`config.mk`:
```
export PLATFORM = sky130hd
export DESIGN_NAME = lane_loopback_bist_ctrl
export DESIGN_NICKNAME = d
export VERILOG_FILES = /design/src/lane_ctl_pkg.sv /design/src/lane_loopback_bist_ctrl.sv
export VERILOG_INCLUDE_DIRS = /design/src
export SDC_FILE = /design/constraint.sdc
export NUM_CORES = 1
export LEC_CHECK = 0
export BUFFER_PORTS_ARGS = -buffer_cell sky130_fd_sc_hd__buf_2
export CAP_MARGIN = 20
export CORE_ASPECT_RATIO = 0.5
export CORE_UTILIZATION = 45
export CTS_CLUSTER_DIAMETER = 60
export DETAILED_ROUTE_END_ITERATION = 8
export PLACE_DENSITY = 0.79
export SLEW_MARGIN = 20
export SYNTH_ARGS = -nofsm -noshare
export SYNTH_HDL_FRONTEND = slang
export SYNTH_SLANG_ARGS = --single-unit
export TNS_END_PERCENT = 10
```
`constraint.sdc`:
```
create_clock -name core_clk -period 2.1 [get_ports core_clk]
set_input_delay 0.42 -clock core_clk [delete_from_list [all_inputs] [get_ports core_clk]]
set_output_delay 0.42 -clock core_clk [all_outputs]
set_load 0.005 [all_outputs]
```
`src/lane_ctl_defs.svh`:
```
// Register offsets, field positions, reset values and timing figures of the lane control block
`ifndef LANE_CTL_DEFS_SVH
`define LANE_CTL_DEFS_SVH
`define LOOP_OFS       12'h000
`define DBG_OFS        12'h004
`define COEF_OFS       12'h008
`define EQ_OFS         12'h02C
`define PAT_OFS        12'h030
`define GEN_OFS        12'h034
`define STAT_OFS       12'h050
`define LOOP_RST       32'h00000002
`define DBG_RST        32'h30000000
`define COEF_RST       32'h00000002
`define EQ_RST         32'h00000803
`define PAT_RST        32'h00000000
`define GEN_RST        32'h00000000
`define LOOP_WMASK     32'hC0F000C3
`define DBG_WMASK      32'h3C0400FF
`define COEF_WMASK     32'h00000FFF
`define EQ_WMASK       32'hFFFFFFFF
`define PAT_WMASK      32'hFFFD3800
`define GEN_WMASK      32'h00000043
`define RXCLK_LB_BIT   31
`define NES_LB_BIT     30
`define TXOUT_CLK_BIT  23
`define FIFO_SRC_LSB   20
`define ENC_SRC_LSB    6
`define RXPATH_CLK_BIT 1
`define TXPATH_CLK_BIT 0
`define ATT_LSB        26
`define C2_MSB_BIT     18
`define CHK_CLK_BIT    7
`define CHK_TAP_LSB    5
`define CHK_CLR_BIT    4
`define CHK_EN_BIT     3
`define SIGDET_LSB     1
`define LANECLK_BIT    0
`define CM_LSB         8
`define C2_LOW_LSB     5
`define C1_LSB         0
`define EYE_LSB        24
`define PHD_LSB        22
`define BW_LSB         20
`define PD_BIAS_BIT    19
`define LDEN_HI_LSB    16
`define LDEN_LO_LSB    12
`define ATT_BYP_BIT    11
`define EQ_LATCH_BIT   10
`define LOAD_HI_LSB    8
`define LOAD_LO_LSB    3
`define EQ_OVR_BIT     2
`define EQ_EN_BIT      1
`define EQ_WAIT_BIT    0
`define PRE0_LSB       24
`define BIST_RXCLK_BIT 23
`define BIST_TXCLK_BIT 22
`define PRBS_LSB       19
`define PAT_MODE_BIT   18
`define BYTE_MODE_BIT  16
`define GEN_WORD_BIT   6
`define PRE0_HI_LSB    0
`define EQ_RECOVERY_NS 5000
`define CLK_PERIOD_NS  4
`endif

```
`src/lane_ctl_pkg.sv`:
```
// Types shared by the lane control block
package lane_ctl_pkg;
	typedef enum logic [1:0] {CDR_IDLE, CDR_ATT, CDR_DFE, CDR_RUN} cdrState_t;
	typedef enum logic [1:0] {CHK_OFF, CHK_WAIT, CHK_RUN} chkState_t;
	typedef struct packed {
		logic [3:0] attenuation;
		logic [3:0] commonMode;
		logic [4:0] preTap;
		logic [3:0] postTap;
	} drvOverride_t;
	typedef struct packed {
		logic       overrideEnable;
		logic       blockEnable;
		logic [6:0] loadValue;
		logic [6:0] loadEnable;
		logic [1:0] bandwidth;
		logic [1:0] phaseDetBlock;
		logic       eyeCoarse;
		logic [6:0] eyeFine;
	} eqOverride_t;
	typedef struct packed {
		logic [9:0] preamble0;
		logic       kIndicator;
		logic       patternPrbs;
		logic [2:0] prbsSelect;
		logic [4:0] busWidth;
		logic       rxClockEnable;
		logic       txClockEnable;
	} bistPattern_t;
	typedef struct packed {
		logic recoveredClockLoopbackEnable;
		logic nearEndSerialLoopbackEnable;
		logic txOutputClockSelect;
		logic rxPathClockSelect;
		logic txPathClockSelect;
		logic txLaneClockOutputSelect;
		logic checkerResetClockSelect;
	} loopClk_t;
endpackage

```
`src/lane_loopback_bist_ctrl.sv`:
```
// Lane loopback, BIST and equalizer/CDR override control with APB register access
`timescale 1ns/1ns
`include "lane_ctl_defs.svh"
module lane_loopback_bist_ctrl #(
	parameter int DW = 20,
	parameter int CW = 16
) (
	// Clock and reset
	input  wire logic                       core_clk,
	input  wire logic                       reset_n,
	// APB slave
	input  wire logic                       psel,
	input  wire logic                       penable,
	input  wire logic                       pwrite,
	input  wire logic [11:0]                paddr,
	input  wire logic [31:0]                pwdata,
	output logic                            pready,
	output logic [31:0]                     prdata,
	output logic                            pslverr,
	// Transmit data path
	input  wire logic [DW-1:0]              socTxData,
	input  wire logic [DW-1:0]              decodedRxData,
	input  wire logic [DW-1:0]              bistGenData,
	input  wire logic [DW-1:0]              encodedData,
	input  wire logic [DW-1:0]              pmaRxData,
	input  wire logic [DW-1:0]              elasticRxData,
	input  wire logic                       pcieLoopback,
	output logic [DW-1:0]                   encoderInput,
	output logic [DW-1:0]                   fifoInput,
	// Checker taps and status
	input  wire logic [DW-1:0]              tapPolarity,
	input  wire logic [DW-1:0]              tapAligner,
	input  wire logic [DW-1:0]              tapLoopMux,
	input  wire logic [DW-1:0]              tapReg1,
	input  wire logic                       checkerErrorPulse,
	output logic [DW-1:0]                   checkerData,
	output logic                            checkerRun,
	output logic [CW-1:0]                   checkerErrorCount,
	// Loopback and clock selects
	input  wire logic                       farEndParallelLoopback,
	output lane_ctl_pkg::loopClk_t          loopClk,
	// Analogue front end
	input  wire logic                       signalDetectRaw,
	input  wire logic                       msmOutOverrideEnable,
	input  wire logic                       attCalDone,
	input  wire logic                       dfeCalDone,
	output logic                            signalDetect,
	output lane_ctl_pkg::drvOverride_t      drvOverride,
	output lane_ctl_pkg::eqOverride_t       eqOverride,
	output logic                            equalizerBiasPowerdown,
	output logic                            equalizerReady,
	output logic                            equalizerCapture,
	output logic                            attCalEnable,
	output logic                            cdrInputSelect,
	output logic                            rxDataEnable,
	// BIST pattern
	output lane_ctl_pkg::bistPattern_t      bistPattern
);
	localparam int RECOVERY_CYCLES = (`EQ_RECOVERY_NS + `CLK_PERIOD_NS - 1) / `CLK_PERIOD_NS;

	logic [31:0] loopQ, dbgQ, coefQ, eqQ, patQ, genQ;
	logic [10:0] recoveryQ;
	logic        latchPrevQ;
	logic        biasPdD;
	lane_ctl_pkg::cdrState_t cdrStateQ;
	lane_ctl_pkg::chkState_t chkStateQ;

	////////////////////////////////////////////////////////////////////////
	// Register decode

	// Index 0 to 6 of a mapped register, 7 when unmapped
	function automatic logic [2:0] regIndex(input logic [11:0] a);
		case (a)
			`LOOP_OFS: regIndex = 3'h0;
			`DBG_OFS:  regIndex = 3'h1;
			`COEF_OFS: regIndex = 3'h2;
			`EQ_OFS:   regIndex = 3'h3;
			`PAT_OFS:  regIndex = 3'h4;
			`GEN_OFS:  regIndex = 3'h5;
			`STAT_OFS: regIndex = 3'h6;
			default:   regIndex = 3'h7;
		endcase
	endfunction

	logic [31:0] statusWord;
	logic [31:0] readWord;
	logic        wrEn;
	always_comb begin
		statusWord = 32'h00000000;
		statusWord[CW-1:0] = checkerErrorCount;
		statusWord[16] = checkerRun;
		statusWord[17] = rxDataEnable;
		statusWord[18] = signalDetect;
		statusWord[19] = equalizerReady;
		statusWord[21:20] = cdrStateQ;
		case (regIndex(paddr))
			3'h0:    readWord = loopQ;
			3'h1:    readWord = dbgQ;
			3'h2:    readWord = coefQ;
			3'h3:    readWord = eqQ;
			3'h4:    readWord = patQ;
			3'h5:    readWord = genQ;
			3'h6:    readWord = statusWord;
			default: readWord = 32'h00000000;
		endcase
	end
	assign wrEn = psel && penable && pready && pwrite;

	// One wait-free access phase: answer is ready in the cycle after setup
	always_ff @(posedge core_clk or negedge reset_n) begin
		if (!reset_n) begin
			pready  <= 1'b0;
			prdata  <= 32'h00000000;
			pslverr <= 1'b0;
		end else begin
			pready  <= psel && !penable;
			prdata  <= (psel && !penable && !pwrite) ? readWord : 32'h00000000;
			pslverr <= psel && !penable && (regIndex(paddr) == 3'h7 || (pwrite && regIndex(paddr) == 3'h6));
		end
	end

	always_ff @(posedge core_clk or negedge reset_n) begin
		if (!reset_n) begin
			loopQ <= `LOOP_RST;
			dbgQ  <= `DBG_RST;
			coefQ <= `COEF_RST;
			eqQ   <= `EQ_RST;
			patQ  <= `PAT_RST;
			genQ  <= `GEN_RST;
		end else if (wrEn) begin
			case (regIndex(paddr))
				3'h0:    loopQ <= pwdata & `LOOP_WMASK;
				3'h1:    dbgQ  <= pwdata & `DBG_WMASK;
				3'h2:    coefQ <= pwdata & `COEF_WMASK;
				3'h3:    eqQ   <= pwdata & `EQ_WMASK;
				3'h4:    patQ  <= pwdata & `PAT_WMASK;
				3'h5:    genQ  <= pwdata & `GEN_WMASK;
				default: ;
			endcase
		end
	end

	////////////////////////////////////////////////////////////////////////
	// Data path muxes

	always_ff @(posedge core_clk or negedge reset_n) begin
		if (!reset_n) begin
			encoderInput <= '0;
		end else begin
			case (loopQ[`ENC_SRC_LSB +: 2])
				2'h1:    encoderInput <= decodedRxData;
				2'h2:    encoderInput <= bistGenData;
				// reserved code falls back to SoC data
				default: encoderInput <= socTxData;
			endcase
		end
	end

	always_ff @(posedge core_clk or negedge reset_n) begin
		if (!reset_n) begin
			fifoInput <= '0;
		end else begin
			case (loopQ[`FIFO_SRC_LSB +: 3])
				3'h1:    fifoInput <= encodedData;
				3'h3:    fifoInput <= bistGenData;
				3'h5:    fifoInput <= pmaRxData;
				3'h7:    fifoInput <= elasticRxData;
				default: fifoInput <= pcieLoopback ? elasticRxData : encodedData;
			endcase
		end
	end

	always_ff @(posedge core_clk or negedge reset_n) begin
		if (!reset_n) begin
			checkerData <= '0;
		end else begin
			case (dbgQ[`CHK_TAP_LSB +: 2])
				2'h0:    checkerData <= tapPolarity;
				2'h1:    checkerData <= tapAligner;
				2'h2:    checkerData <= tapLoopMux;
				default: checkerData <= tapReg1;
			endcase
		end
	end

	////////////////////////////////////////////////////////////////////////
	// Clock selects and static overrides

	always_ff @(posedge core_clk or negedge reset_n) begin
		if (!reset_n) begin
			loopClk      <= '0;
			drvOverride  <= '0;
			eqOverride   <= '0;
			bistPattern  <= '0;
			signalDetect <= 1'b0;
		end else begin
			loopClk.recoveredClockLoopbackEnable <= loopQ[`RXCLK_LB_BIT];
			loopClk.nearEndSerialLoopbackEnable  <= loopQ[`NES_LB_BIT];
			loopClk.txOutputClockSelect          <= loopQ[`TXOUT_CLK_BIT];
			loopClk.rxPathClockSelect            <= loopQ[`RXPATH_CLK_BIT] && farEndParallelLoopback;
			loopClk.txPathClockSelect            <= loopQ[`TXPATH_CLK_BIT] && farEndParallelLoopback;
			loopClk.txLaneClockOutputSelect      <= dbgQ[`LANECLK_BIT] && farEndParallelLoopback;
			loopClk.checkerResetClockSelect      <= dbgQ[`CHK_CLK_BIT];
			signalDetect <= dbgQ[`SIGDET_LSB + 1] ? dbgQ[`SIGDET_LSB] : signalDetectRaw;
			// driver overrides, C2 joined from two fields
			drvOverride.attenuation <= dbgQ[`ATT_LSB +: 4];
			drvOverride.commonMode  <= coefQ[`CM_LSB +: 4];
			drvOverride.preTap      <= coefQ[`C1_LSB +: 5];
			drvOverride.postTap     <= {dbgQ[`C2_MSB_BIT], coefQ[`C2_LOW_LSB +: 3]};
			// eye offset coarse half-UI and fine parts
			eqOverride.eyeCoarse      <= eqQ[`EYE_LSB + 7];
			eqOverride.eyeFine        <= eqQ[`EYE_LSB +: 7];
			eqOverride.phaseDetBlock  <= eqQ[`PHD_LSB +: 2];
			eqOverride.bandwidth      <= eqQ[`BW_LSB +: 2];
			eqOverride.overrideEnable <= eqQ[`EQ_OVR_BIT];
			eqOverride.blockEnable    <= eqQ[`EQ_EN_BIT];
			eqOverride.loadValue      <= {eqQ[`LOAD_HI_LSB +: 2], eqQ[`LOAD_LO_LSB +: 5]};
			eqOverride.loadEnable     <= {eqQ[`LDEN_HI_LSB +: 3], eqQ[`LDEN_LO_LSB +: 4]};
			bistPattern.preamble0     <= {genQ[`PRE0_HI_LSB +: 2], patQ[`PRE0_LSB +: 8]};
			bistPattern.kIndicator    <= patQ[`BYTE_MODE_BIT] && genQ[`PRE0_HI_LSB];
			bistPattern.rxClockEnable <= patQ[`BIST_RXCLK_BIT];
			bistPattern.txClockEnable <= patQ[`BIST_TXCLK_BIT];
			bistPattern.patternPrbs   <= patQ[`PAT_MODE_BIT];
			bistPattern.prbsSelect    <= patQ[`PRBS_LSB +: 3];
			// word width from byte mode and double word
			case ({patQ[`BYTE_MODE_BIT], genQ[`GEN_WORD_BIT]})
				2'b00:   bistPattern.busWidth <= 5'h0A;
				2'b01:   bistPattern.busWidth <= 5'h14;
				2'b10:   bistPattern.busWidth <= 5'h08;
				default: bistPattern.busWidth <= 5'h10;
			endcase
		end
	end

	////////////////////////////////////////////////////////////////////////
	// Equalizer bias powerdown and latch

	// override only under state-machine override enable
	assign biasPdD = eqQ[`PD_BIAS_BIT] && msmOutOverrideEnable;

	// Recovery holds the equalizer not ready so, with EQ_WAIT_BIT set, the CDR cannot leave CDR_DFE while bias settles
	always_ff @(posedge core_clk or negedge reset_n) begin
		if (!reset_n) begin
			equalizerBiasPowerdown <= 1'b0;
			recoveryQ              <= '0;
			equalizerReady         <= 1'b0;
		end else begin
			equalizerBiasPowerdown <= biasPdD;
			if (biasPdD)
				recoveryQ <= 11'(RECOVERY_CYCLES);
			else if (recoveryQ != 11'h000)
				recoveryQ <= recoveryQ - 11'h001;
			equalizerReady <= !biasPdD && recoveryQ == 11'h000 && eqQ[`EQ_EN_BIT];
		end
	end

	always_ff @(posedge core_clk or negedge reset_n) begin
		if (!reset_n) begin
			latchPrevQ       <= 1'b0;
			equalizerCapture <= 1'b0;
		end else begin
			latchPrevQ <= eqQ[`EQ_LATCH_BIT];
			equalizerCapture <= latchPrevQ && !eqQ[`EQ_LATCH_BIT];
		end
	end

	////////////////////////////////////////////////////////////////////////
	// CDR sequencing

	always_ff @(posedge core_clk or negedge reset_n) begin
		if (!reset_n) begin
			cdrStateQ <= lane_ctl_pkg::CDR_IDLE;
		end else if (!signalDetect) begin
			cdrStateQ <= lane_ctl_pkg::CDR_IDLE;
		end else begin
			case (cdrStateQ)
				lane_ctl_pkg::CDR_IDLE: cdrStateQ <= lane_ctl_pkg::CDR_ATT;
				lane_ctl_pkg::CDR_ATT:
					if (eqQ[`ATT_BYP_BIT] || attCalDone)
						cdrStateQ <= lane_ctl_pkg::CDR_DFE;
				lane_ctl_pkg::CDR_DFE:
					if (!eqQ[`EQ_WAIT_BIT] || (dfeCalDone && equalizerReady))
						cdrStateQ <= lane_ctl_pkg::CDR_RUN;
				lane_ctl_pkg::CDR_RUN: cdrStateQ <= lane_ctl_pkg::CDR_RUN;
				default: cdrStateQ <= lane_ctl_pkg::CDR_IDLE;
			endcase
		end
	end

	always_ff @(posedge core_clk or negedge reset_n) begin
		if (!reset_n) begin
			attCalEnable   <= 1'b0;
			cdrInputSelect <= 1'b0;
			rxDataEnable   <= 1'b0;
		end else begin
			attCalEnable   <= cdrStateQ != lane_ctl_pkg::CDR_IDLE;
			cdrInputSelect <= cdrStateQ == lane_ctl_pkg::CDR_DFE || cdrStateQ == lane_ctl_pkg::CDR_RUN;
			rxDataEnable   <= cdrStateQ == lane_ctl_pkg::CDR_RUN;
		end
	end

	////////////////////////////////////////////////////////////////////////
	// Checker control and error count

	always_ff @(posedge core_clk or negedge reset_n) begin
		if (!reset_n) begin
			chkStateQ  <= lane_ctl_pkg::CHK_OFF;
			checkerRun <= 1'b0;
		end else begin
			case (chkStateQ)
				lane_ctl_pkg::CHK_OFF:
					if (dbgQ[`CHK_EN_BIT])
						chkStateQ <= lane_ctl_pkg::CHK_WAIT;
				lane_ctl_pkg::CHK_WAIT:
					if (!dbgQ[`CHK_EN_BIT])
						chkStateQ <= lane_ctl_pkg::CHK_OFF;
					else if (signalDetect && patQ[`BIST_RXCLK_BIT])
						chkStateQ <= lane_ctl_pkg::CHK_RUN;
				lane_ctl_pkg::CHK_RUN:
					if (!dbgQ[`CHK_EN_BIT])
						chkStateQ <= lane_ctl_pkg::CHK_OFF;
					else if (!signalDetect)
						chkStateQ <= lane_ctl_pkg::CHK_WAIT;
				default: chkStateQ <= lane_ctl_pkg::CHK_OFF;
			endcase
			checkerRun <= chkStateQ == lane_ctl_pkg::CHK_RUN && dbgQ[`CHK_EN_BIT] && signalDetect;
		end
	end

	// Counter saturates so a long soak never wraps to a clean-looking value
	always_ff @(posedge core_clk or negedge reset_n) begin
		if (!reset_n)
			checkerErrorCount <= '0;
		else if (dbgQ[`CHK_CLR_BIT])
			checkerErrorCount <= '0;
		else if (checkerRun && checkerErrorPulse && checkerErrorCount != {CW{1'b1}})
			checkerErrorCount <= checkerErrorCount + 1'b1;
	end
endmodule

```
==> results_dict.tcl <==
set metrics [dict create \
    path_buf_inv 0 \
    cp_max_fo 7 \
    syn_nets 1267 \
    stdcell_count 1890 \
    start_util_pct 45.8 \
    r2r_cells 4 \
    seqCellArea_um2 7390 \
    grt_pass1_wl_um 61100 \
    drv_slew 0 \
    hold_path.class "input port to flop" \
    synthFlopType "dfrtp_1" \
    clockBufferDepth 3 \
    crit_cells 4 \
    die_area_um2 29000 \
    finalInstanceArea_um2 16900 \
    timing.max_cap.violations 0 \
    cts_tree "built" \
    ys_top_cells_by_area "dfrtp_1 (57%), mux2_2 (5.1%), mux2_1 (3.7%), mux4_2 (3.5%), mux2i_1 (3.4%)" \
    cts_root_buf "clkbuf_16" \
    cts_buffers 27 \
    grtUsageTotal_pct 27.5 \
    netlist_area_um2 12700 \
    area_delta_synth_final_pct 32.7 \
    final_nets 1747 \
    fin_util_pct 60.9 \
    ios 448 \
    ant_nets 0 \
    fin_skew_ns 0.0406 \
    dp.cells 1838 \
    path_cells "and4_1, nand3_1, a2111oi_1, mux2_2" \
    crit_family "compound AO/OA/AOI/OAI gates" \
    period_minus_slack_ns 2.05 \
    whs_path_depth 3 \
    worst_setup_hold_path_clk_slew_ns 0.07 \
    synth_top_area_share_pct 56.6 \
    slowest_delay_ns 0.58 \
    ir_drop_v 0.000569 \
    p_leak_nw 8.43 \
    rows 43 \
    layout-drive-gt1-share_pct 45.8 \
    vias 10800 \
    nFillCells 2154 \
    crit_required_ns 2.56 \
    postLayoutSetupSlackWorst_ns 0.0479 \
    end_kind "flop" \
    yosys_warnings 0 \
    outcome "finished clean" \
    insertion_delay_ns 0.57 \
    die_x_um 240 \
    drc 0 \
    dpl.hpwl_um 30700 \
    synth-edff-count 0 \
    vias_per_cell 5.72 \
    dp_slack_ns -0.178 \
    yosys_register_bits 295 \
    drtPass1Iterations 5 \
    post_dp_cell_area_um2 15900 \
    cp-start-kind "flop" \
    post-synth-top-area-cell "dfrtp_1" \
    multi_input_area_um2 4980 \
    max_slew_margin_pct 35.8 \
    critPathKind "flop to flop" \
    grt_max_degree 60 \
    gp_congestion 1.01 \
    synth_seq_area_share_pct 58.1 \
    period_share_pct 97.7 \
    critPathSlowestCell "a2111oi_1" \
    numClockSinks 295 \
    gr-total-overflow 0 \
    antenna_cells 0 \
    power_mw 12.3 \
    antenna_found_initial 0 \
    cts_max_level 1 \
    async_flop_share_pct 100 \
    core_area_um2 27800 \
    synthCells 1007 \
    syn_avg_cell_area_um2 12.6 \
    die_h_um 121 \
    whs_ns 0.0798 \
    synth.distinct_cells 66 \
    rsz0062_at_grt "true" \
    worst_pin_slew_ns 0.963 \
    cp.arrival_ns 2.52 \
    wirelength_um 41400 \
    finalHoldViolCount 0 \
    io_buffers 446 \
    drt_iter0_drc 1049 \
    grt_pass1_vias 10800 \
    max_freq_ghz 0.487 \
    fin_setup_tns_ns 0 \
    cellPowerDensity_nw_per_um2 730 \
    setup_viol 0 \
    wl_per_cell_um 21.9 \
]
-- worst min-delay path, delay by kind of cell --
| family | cells | cell delay [ns] |
|---|---|---|
| buf+inv | 1 | 0.07 |
| compound gates | 1 | 0.06 |
| simple gates | 1 | 0.04 |
-- kinds of logic (layout without fill, tap and decap cells) --
kind of cell	Yosys count	in the layout	synth area share [%]
simple gates	275	275	11.6
buf+inv	85	586	3.10
compound gates	178	178	10.6
xor+xnor	6	6	0.413
fa+ha+maj	4	4	0.393
mux	163	163	15.8
flops	295	295	58.1
other cells	1	1	0.0295
-- cell usage in the layout (no fill, tap or decap), types with 13 or more instances in the layout --
master     Yosys  final
a221o_1       20     20
a22oi_1       26     26
and3_1        15     13
buf_12         0     14
buf_2          3    445
buf_4          3     63
clkbuf_16      0     27
dfrtp_1      288    288
mux2_1        42     42
mux2_2        58     58
mux2i_1       43     43
mux4_2        20     20
nand2_1       68     68
nand3_1       31     31
nor2_1        52     52
nor2b_1       15     14
nor3_1        18     17
o21ai_0       50     50
-- flip-flops by register name, summed over array words and instances (netlist names), 10 cells and up --
register / flops
bistPattern: 21
fifoInput: 20
dbgQ: 13
checkerData: 20
patQ: 18
encoderInput: 20
loopQ: 10
eqQ: 32
recoveryQ: 11
checkerErrorCount: 16
eqOverride: 28
prdata: 32
coefQ: 12
drvOverride: 17
-- report_power, final --
| part | internal, mW | total, mW | switching (mW) |
|---|---|---|---|
| sequential | 5.79 | 5.88 | 0.0839 |
| clock | 3.16 | 5.49 | 2.33 |
| combinational | 0.438 | 0.961 | 0.522 |
| total | 9.40 | 12.3 | 2.93 |
-- synth_stat cells, drive strengths merged, types with 13 or more instances --
cell type    n
a211oi      13
a221o       20
a22oi       26
and3        15
buf         22
clkbuf      51
dfrtp      288
mux2       100
mux2i       43
mux4        20
nand2       70
nand3       31
nor2        52
nor2b       15
nor3        21
o21ai       50
-- repair_timing --
action                                 4_1_cts  5_1_grt
resized for setup                            0        3
setup endpoints to repair                    0        7
setup buffers                                0        1
hold buffers                                 1        0
endpoints found under the hold margin       54        0
-- path summary, 6_finish.rpt --
path,from,end,slack (ns)
worst max-delay path,checkerErrorCount[8],checkerErrorCount[13],0.05
min in group asynchronous,reset_n,bistPattern[13],0.39
worst max register to register,checkerErrorCount[8],checkerErrorCount[13],0.05
worst min register to register,eqQ[23],eqOverride[9],0.40
max in group asynchronous,reset_n,dbgQ[28],1.00
worst min-delay path,socTxData[9],encoderInput[9],0.08
-- layout make-up --
class	instances	area share, %
well taps	382	2.83
clock inverters	18	1.54
inverters	12	0.267
clock buffers	32	4.35
multi-input cells	627	29.5
repair buffers	524	17.8
flip-flops and latches	295	43.7
-- routing by layer --
layer  global-route usage [%]  up-vias  share of wire [%]
li1                         -     4672                  -
met1                     35.0     5476                 39
met2                     46.0      550                 49
met3                     5.30      121                7.4
met4                     12.7        0                4.5
met5                        0        -                  0
(Power assumes the default switching activity.)
